`src/shared/stall_pkg.sv`:
```
package stall_pkg;
  // ---------------------------------------------------------------
  // Register map (byte addresses, one 32-bit word each)
  // ---------------------------------------------------------------
  localparam logic [7:0] OFF_MODE   = 8'h00;
  localparam logic [7:0] OFF_LEVEL  = 8'h04;
  localparam logic [7:0] OFF_WAIT   = 8'h08;
  localparam logic [7:0] OFF_RAMP   = 8'h0C;
  localparam logic [7:0] OFF_STATUS = 8'h10;
  localparam logic [7:0] OFF_MASK   = 8'h14;
  localparam logic [7:0] OFF_STATE  = 8'h18;
  localparam logic [7:0] OFF_CTRL   = 8'h1C;

  // ---------------------------------------------------------------
  // Field layout of the response mode register
  // ---------------------------------------------------------------
  localparam int MODE_LSB      = 0;
  localparam int MODE_MSB      = 2;
  localparam int MAG_RATED_BIT = 3;
  localparam int FINAL_ERR_BIT = 4;
  localparam logic [2:0] MODE_OFF  = 3'h0;
  localparam logic [2:0] MODE_HOLD = 3'h1;
  localparam logic [2:0] MODE_SLIP = 3'h2;
  localparam logic [2:0] MODE_DC   = 3'h3;

  // Status / mask bits, control bits
  localparam int EV_DETECT   = 0;
  localparam int EV_WARN     = 1;
  localparam int EV_ERROR    = 2;
  localparam int EV_W        = 3;
  localparam int CTRL_ERRCLR = 0;

  // Reset values
  localparam logic [7:0]  RST_MODE  = 8'h00;
  localparam logic [31:0] RST_LEVEL = 32'h0000_0000;
  localparam logic [15:0] RST_WAIT  = 16'h0000;
  localparam logic [15:0] RST_RAMP  = 16'h0000;
  localparam logic [EV_W-1:0] RST_MASK = 3'h0;

  // Error status code of a blockade
  localparam logic [7:0] BLOCKADE_CODE = 8'h1D;

  // ---------------------------------------------------------------
  // Timing: wait and ramp times count in 10 ms steps
  // ---------------------------------------------------------------
  localparam int TICK_TIME_US = 10000;
  localparam int CLK_FREQ_MHZ = 40;
  localparam int TICK_CYCLES  = TICK_TIME_US * CLK_FREQ_MHZ;

  typedef enum {ST_MONITOR, ST_HOLD, ST_RAMP, ST_WARN, ST_ERROR} stall_state_t;
endpackage : stall_pkg

```
`src/verilog/motor_stall_detector.sv`:
```
`timescale 1ns/1ps
`default_nettype none
module motor_stall_detector #(
  parameter int TICK_CYC = stall_pkg::TICK_CYCLES
) (
  input  wire logic                     clk_sys,
  input  wire logic                     rst_n,
  input  wire logic [7:0]               reg_addr,
  input  wire logic [31:0]              reg_wdata,
  input  wire logic                     reg_wr,
  input  wire logic                     reg_rd,
  output logic      [31:0]              rd_data_q,
  input  wire logic signed [31:0]       speed_set_value,
  input  wire logic signed [31:0]       ramp_output_value,
  input  wire logic signed [31:0]       actual_speed_value,
  output logic                          modulation_off_q,
  output logic                          hold_state_q,
  output logic                          current_ramp_q,
  output logic                          freq_zero_q,
  output logic                          mag_rated_q,
  output logic      [15:0]              ramp_left_q,
  output logic                          warning_out_q,
  output logic                          blockade_error_q,
  output logic      [7:0]               status_code_q,
  output logic                          irq_q
);
  import stall_pkg::*;

  // ---------------------------------------------------------------
  // Registers and internal state
  // ---------------------------------------------------------------
  logic [7:0]      mode_q;
  logic [31:0]     level_q;
  logic [15:0]     wait_q;
  logic [15:0]     ramp_q;
  logic [EV_W-1:0] stat_q;
  logic [EV_W-1:0] mask_q;
  logic [31:0]     tick_cnt_q;
  logic            tick;
  logic [15:0]     timer_q;
  logic            set_sign_q;
  stall_state_t    state_q;
  stall_state_t    state_d;
  logic [2:0]      mode_sel;
  logic [31:0]     abs_set;
  logic [31:0]     abs_ramp;
  logic [31:0]     abs_act;
  logic            armed;
  logic            stall_cond;
  logic            blk_evt;
  logic            err_clr;
  logic [EV_W-1:0] ev;

  assign mode_sel = mode_q[MODE_MSB:MODE_LSB];
  assign err_clr  = reg_wr && (reg_addr == OFF_CTRL) && reg_wdata[CTRL_ERRCLR];

  // Magnitudes, so that both turning directions are supervised alike
  assign abs_set  = speed_set_value[31] ? 32'(-speed_set_value) : speed_set_value;
  assign abs_ramp = ramp_output_value[31] ? 32'(-ramp_output_value) : ramp_output_value;
  assign abs_act  = actual_speed_value[31] ? 32'(-actual_speed_value) : actual_speed_value;

  // ---------------------------------------------------------------
  // Stall condition
  // ---------------------------------------------------------------
  // Reserved modes 4..7 are treated like off
  assign armed = (mode_sel == MODE_HOLD || mode_sel == MODE_SLIP || mode_sel == MODE_DC)
                 && (abs_set > level_q) && (abs_ramp > level_q);
  // Ramp output kept high while actual speed lags below the level
  assign stall_cond = armed && (state_q == ST_MONITOR)
                      && (abs_act < level_q);
  assign blk_evt = stall_cond && (timer_q >= wait_q);

  // ---------------------------------------------------------------
  // Register writes
  // ---------------------------------------------------------------
  // Configuration words; narrow fields take the low data bits
  always_ff @(posedge clk_sys or negedge rst_n) begin
    if (!rst_n) begin
      mode_q  <= RST_MODE;
      level_q <= RST_LEVEL;
      wait_q  <= RST_WAIT;
      ramp_q  <= RST_RAMP;
      mask_q  <= RST_MASK;
    end else if (reg_wr) begin
      case (reg_addr)
        OFF_MODE:  mode_q  <= reg_wdata[7:0];
        OFF_LEVEL: level_q <= reg_wdata;
        OFF_WAIT:  wait_q  <= reg_wdata[15:0];
        OFF_RAMP:  ramp_q  <= reg_wdata[15:0];
        OFF_MASK:  mask_q  <= reg_wdata[EV_W-1:0];
        default: ;
      endcase
    end
  end

  // ---------------------------------------------------------------
  // Time base
  // ---------------------------------------------------------------
  // One tick each 10 ms keeps the timers at 16 bits
  assign tick = (tick_cnt_q == 32'(TICK_CYC - 1));
  always_ff @(posedge clk_sys or negedge rst_n) begin
    if (!rst_n) begin
      tick_cnt_q <= 32'h0000_0000;
    end else if (tick) begin
      tick_cnt_q <= 32'h0000_0000;
    end else begin
      tick_cnt_q <= tick_cnt_q + 32'h0000_0001;
    end
  end

  // Stall waiting timer
  always_ff @(posedge clk_sys or negedge rst_n) begin
    if (!rst_n) begin
      timer_q <= 16'h0000;
    end else if (!stall_cond) begin
      timer_q <= 16'h0000;
    end else if (tick && timer_q < wait_q) begin
      timer_q <= timer_q + 16'h0001;
    end
  end

  // ---------------------------------------------------------------
  // Blockade response sequence
  // ---------------------------------------------------------------
  // Final action once the response is done
  function automatic stall_state_t final_state(input logic err_sel);
    final_state = err_sel ? ST_ERROR : ST_WARN;
  endfunction : final_state

  always_comb begin
    state_d = state_q;
    case (state_q)
      ST_MONITOR: begin
        if (blk_evt) begin
          if (mode_sel == MODE_HOLD) begin
            state_d = ST_HOLD;
          end else begin
            state_d = ST_RAMP;
          end
        end
      end
      ST_HOLD: begin
        if (speed_set_value == 32'sh0) begin
          state_d = final_state(mode_q[FINAL_ERR_BIT]);
        end
      end
      ST_RAMP: begin
        if (ramp_left_q == 16'h0000 && tick) begin
          state_d = final_state(mode_q[FINAL_ERR_BIT]);
        end
      end
      ST_WARN: begin
        if (speed_set_value == 32'sh0 || speed_set_value[31] != set_sign_q) begin
          state_d = ST_MONITOR;
        end
      end
      ST_ERROR: begin
        // Only a software clear leaves; nothing resets it on its own
        if (err_clr) begin
          state_d = ST_MONITOR;
        end
      end
      default: state_d = ST_MONITOR;
    endcase
  end

  always_ff @(posedge clk_sys or negedge rst_n) begin
    if (!rst_n) begin
      state_q <= ST_MONITOR;
    end else begin
      state_q <= state_d;
    end
  end

  // Sign of the set value at the blockade, for the warning release
  always_ff @(posedge clk_sys or negedge rst_n) begin
    if (!rst_n) begin
      set_sign_q <= 1'b0;
    end else if (blk_evt) begin
      set_sign_q <= speed_set_value[31];
    end
  end

  // Remaining ramp time, reloaded at each blockade
  always_ff @(posedge clk_sys or negedge rst_n) begin
    if (!rst_n) begin
      ramp_left_q <= 16'h0000;
    end else if (blk_evt) begin
      ramp_left_q <= ramp_q;
    end else if (state_q == ST_RAMP && tick && ramp_left_q != 16'h0000) begin
      ramp_left_q <= ramp_left_q - 16'h0001;
    end
  end

  // ---------------------------------------------------------------
  // Drive commands towards current control and modulation
  // ---------------------------------------------------------------
  always_ff @(posedge clk_sys or negedge rst_n) begin
    if (!rst_n) begin
      hold_state_q     <= 1'b0;
      current_ramp_q   <= 1'b0;
      freq_zero_q      <= 1'b0;
      mag_rated_q      <= 1'b0;
      modulation_off_q <= 1'b0;
      warning_out_q    <= 1'b0;
      blockade_error_q <= 1'b0;
    end else begin
      hold_state_q     <= (state_d == ST_HOLD);
      current_ramp_q   <= (state_d == ST_RAMP);
      freq_zero_q      <= (state_d == ST_RAMP) && (mode_sel == MODE_DC);
      mag_rated_q      <= mode_q[MAG_RATED_BIT];
      modulation_off_q <= (state_d == ST_WARN) || (state_d == ST_ERROR);
      warning_out_q    <= (state_d == ST_WARN);
      blockade_error_q <= (state_d == ST_ERROR);
    end
  end

  // Status code stays until the sequence returns to monitoring
  always_ff @(posedge clk_sys or negedge rst_n) begin
    if (!rst_n) begin
      status_code_q <= 8'h00;
    end else if (blk_evt) begin
      status_code_q <= BLOCKADE_CODE;
    end else if (state_d == ST_MONITOR) begin
      status_code_q <= 8'h00;
    end
  end

  // ---------------------------------------------------------------
  // Interrupts
  // ---------------------------------------------------------------
  assign ev[EV_DETECT] = blk_evt;
  assign ev[EV_WARN]   = (state_d == ST_WARN) && (state_q != ST_WARN);
  assign ev[EV_ERROR]  = (state_d == ST_ERROR) && (state_q != ST_ERROR);

  // Write one to clear; an event in the same cycle wins over the clear
  always_ff @(posedge clk_sys or negedge rst_n) begin
    if (!rst_n) begin
      stat_q <= '0;
    end else begin
      stat_q <= (stat_q & ~((reg_wr && reg_addr == OFF_STATUS) ?
                 reg_wdata[EV_W-1:0] : {EV_W{1'b0}})) | ev;
    end
  end

  always_ff @(posedge clk_sys or negedge rst_n) begin
    if (!rst_n) begin
      irq_q <= 1'b0;
    end else begin
      irq_q <= |(stat_q & mask_q);
    end
  end

  // ---------------------------------------------------------------
  // Register reads, data one cycle after the strobe
  // ---------------------------------------------------------------
  always_ff @(posedge clk_sys or negedge rst_n) begin
    if (!rst_n) begin
      rd_data_q <= 32'h0000_0000;
    end else if (reg_rd) begin
      case (reg_addr)
        OFF_MODE:   rd_data_q <= {24'h000000, mode_q};
        OFF_LEVEL:  rd_data_q <= level_q;
        OFF_WAIT:   rd_data_q <= {16'h0000, wait_q};
        OFF_RAMP:   rd_data_q <= {16'h0000, ramp_q};
        OFF_STATUS: rd_data_q <= {29'h0000_0000, stat_q};
        OFF_MASK:   rd_data_q <= {29'h0000_0000, mask_q};
        OFF_STATE:  rd_data_q <= {5'h00, 3'(state_q), status_code_q, timer_q};
        default:    rd_data_q <= 32'h0000_0000;
      endcase
    end else begin
      rd_data_q <= 32'h0000_0000;
    end
  end
endmodule : motor_stall_detector
`default_nettype wire
```
`config.mk`:
```
export PLATFORM = sky130hd
export DESIGN_NAME = motor_stall_detector
export DESIGN_NICKNAME = d
export VERILOG_FILES = /design/src/shared/stall_pkg.sv /design/src/verilog/motor_stall_detector.sv
export SDC_FILE = /design/constraint.sdc
export NUM_CORES = 1
export LEC_CHECK = 0
export BUFFER_PORTS_ARGS = -buffer_cell sky130_fd_sc_hd__buf_4
export CAP_MARGIN = 5
export CORE_AREA = 2 2 200 202
export CTS_CLUSTER_SIZE = 10
export DETAILED_ROUTE_END_ITERATION = 12
export DIE_AREA = 0 0 202 204
export PLACE_DENSITY_LB_ADDON = 0.08
export SETUP_SLACK_MARGIN = 0.02
export SKIP_LAST_GASP = 1
export SYNTH_ARGS = -nofsm -noshare
export SYNTH_HDL_FRONTEND = slang
export SYNTH_SLANG_ARGS = --single-unit
export TNS_END_PERCENT = 50
```
`constraint.sdc`:
```
create_clock -name clk_sys -period 4.55 [get_ports clk_sys]
set_input_delay 0.6825 -clock clk_sys [delete_from_list [all_inputs] [get_ports clk_sys]]
set_output_delay 0.6825 -clock clk_sys [all_outputs]
set_load 0.01 [all_outputs]
```
==> metrics.cfg <==
[outcome]
status=finished with violations
violations=setup timing

[critical_path]
ff2ff_path_depth=11
setup.worst_path.start_class=input port
cpMostUsedCell=or3_4
reg2reg_slack_ns=1.11
worstPathRequired_ns=5.02
path_max_fanout=4
path_cells=buf_6 -> or4_4 -> or3_4 -> or3_4 -> or3_4 -> or3_4 -> o31ai_4 -> xnor2_1 -> ha_1 -> nand4_1 -> nor4_4 -> buf_4 -> nand3b_1 -> nand3_2 -> or4_4 -> buf_4 -> o41a_4 -> o2111ai_2 -> a21o_1
path_class=input port to register
r2r-start=level_q[11]
slowest_stage=or4_4
reg2reg_to=status_code_q[3]
crit_arrival_ns=5.29
critPathCaptureType=register
max_stage_delay_ns=0.55

[synthesis]
ys_seq_area_share_pct=39.97
synth-seq-cells=216
synth_area_leader_cell=dfrtp_1
synth_area_leaders=dfrtp_1, ha_1, xnor2_1
synth_warnings=0
ys_top_cells_by_count=dfrtp_1, nand2_1, xnor2_1
async_reset_ff_share_pct=100.0
synth.most_common_cell=dfrtp_1
synth_area_sq_um=13520
syn_inst=1388
synthFlopType=dfrtp_1
synth_top_area_share_pct=39.97
yosysUniqueCellTypes=69
avgSynthCellArea_sq_um=9.742
synth_edf_count=0

[clocking]
cts-root-buf=clkbuf_16
numCtsBuffers=27
hold_buffers=0
clk_pin_slew_ns=0.06
cts_tree=built
cts.sinks=216
insertion_delay_ns=0.54
cts.htree.levels=1
clockBufferDepth=3

[sta]
maxSlewHeadroom_pct=36.21
setup_tns_ns=-6.373
finalSetupViolCount=42
rsz0062_at_grt=yes
min_period_ns=4.819
fmax_mhz=207.5
skew_ns=0.02098
maxSlewViolCount=0
tightestPinTransition_ns=0.9540
setup_ws_ns=-0.2686
finalHoldViolCount=0
fin_crit_sh_pct=105.9

[floorplanning]
fp.dieH_um=204
start_util_pct=34.51
rows=73
die_area_sq_um=41210
die_w_um=202
io_pins=204
coreArea_sq_um=39180

[placed_design]
place.port_buffers=199
gp_congestion=0.8263
dp_hpwl_mm=33.67
placed_area_sq_um=16740
pre_cts_ws_ns=-1.021

[route]
wl_mm=43.18
dr.first_iter.drc_count=674
vias=11720
final_antenna_net_count=0
wl_per_cell_um=18.99
first_pass_iters=8
viasPerCell=5.152
drc=0

[power]
pwr-share-seq_pct=42.3
pwr-share-clk_pct=40.9
comb_power_share_pct=16.8
leakage_nw=7.880
powerDensity_nw_per_um2=265.4
ir_worst_vdd_uv=220.1
switching_power_mw=1.241
swShare_pct=26.19
intPower_mw=3.498
power.total_mw=4.739

[grt]
grt_pass1_wl_mm=66.32
grt_pass1_vias=11530
antenna_found_initial=0
grt_start_max_net_pins=121
grt_usage_pct=20.71
grt_overflow=0

[final_layout]
drive_gt1_share_pct=28.82
nets=1994
antenna_cells=0
syn_to_final_growth_pct=32.06
post-route-cell-area_sq_um=17860
fill_cells=3832

[run]
maxCapViolations=0

[worst_hold_path]
hp-class=input port to async pin

[cells by family (layout without fill, tap and decap cells)]
group                      Yosys count  in the layout  synth area share [%]
other                                1             33               0.02773
muxes                               73             73                 6.033
and+or+nand+nor                    462            462                 18.11
buffers and inverters              119            448                 3.507
AOI/OAI and AO/OA                  263            263                 12.65
xor gates and xnor gates           137            137                 8.874
adders and majority gates          117            117                 10.83
DFF                                216            216                 39.97
[worst max path at each step]
stage / start / endpoint / slack (ns) / depth (start not counted)
after global routing: ramp_output_value[17] / status_code_q[3] / -0.40 / 19
after CTS: actual_speed_value[3] / set_sign_q / -0.26 / 18
final: ramp_output_value[17] / status_code_q[3] / -0.27 / 19
after floorplan: ramp_output_value[17] / hold_state_q / -0.50 / 17
after detailed placement: ramp_output_value[17] / ramp_left_q[8] / -1.02 / 17
after global placement: ramp_output_value[17] / ramp_left_q[8] / -0.98 / 17
[worst max-delay path, delay by kind of cell]
kind                     cells  cell delay, ns
AND/OR/NAND/NOR             10            2.90
adder cells (fa/ha/maj)      1            0.31
XOR/XNOR                     1            0.10
AO/OA/AOI/OAI                4            0.91
buffers and inverters        3            0.39
[flip-flops by register name, indices dropped and copies added, names as in the netlist, 8 cells and up]
| signal | cells |
|---|---|
| mode_q | 8 |
| ramp_left_q | 16 |
| rd_data_q | 32 |
| timer_q | 16 |
| tick_cnt_q | 32 |
| level_q | 32 |
| ramp_q | 16 |
| state_q | 32 |
| wait_q | 16 |
[timing repair]
action	in CTS	in global routing
pin swaps	22	15
buffers inserted	5	2
gates cloned	1	0
setup endpoints to repair	42	42
gates resized for setup	41	24
[area by class of cell]
class,instances,area (sq um),share of cell area [%]
Multi-Input combinational cell,1085,8123,45.49
Sequential cell,216,5405,30.27
Timing Repair Buffer,333,2608,14.60
Clock buffer,37,733.2,4.106
Tap cell,525,656.9,3.679
Inverter,74,280.3,1.570
Clock inverter,4,51.30,0.2873
[power groups by stage]
stage | clock network (mW) | logic [mW] | registers, mW
6_report | 1.94 | 0.795 | 2.00
5_1_grt | 2.08 | 0.896 | 2.01
4_1_cts | 2.00 | 0.802 | 2.00
3_5_place_dp | 0 | 0.789 | 2.04
3_3_place_gp | 0 | 0.774 | 2.04
2_1_floorplan | 0 | 0.415 | 2.02
[placed cells by master (no fill, tap or decap), types with 9 or more instances in the layout]
cell,count
nand2b_1,11
buf_4,320
a222oi_1,15
xnor2_1,121
a21o_1,11
conb_1,33
mux2_2,67
and3_1,18
or4_1,15
nor3_1,30
inv_1,73
nor2b_1,9
or3_4,10
clkbuf_16,27
o21ai_0,67
or3_1,19
o31ai_1,26
nand2_1,123
nand3_1,38
nor4_1,29
a21oi_1,64
nand4_1,31
ha_1,117
xor2_1,16
dfrtp_1,216
nor2_1,65
and4_1,9
[layer usage]
layer,track usage [%],up-vias,routed length (um)
met4,4.149,0,807
met5,0,-,0
met3,2.758,55,1634
met1,28.55,5660,20120
met2,34.88,265,20620
li1,-,5735,-
[metrics by stage]
stage | cells | utilization (%) | hold WS (ns)
final | 2274 | 45.57 | 0.2634
after global routing | 2274 | 45.57 | 0.3175
after CTS | 2272 | 45.29 | 0.2899
after floorplan | 1420 | - | 0.3651
after detailed placement | 2225 | 42.72 | 0.4352
after global placement | 2225 | 42.72 | 0.4326
No activity file was read; power rests on OpenSTA's default activity.
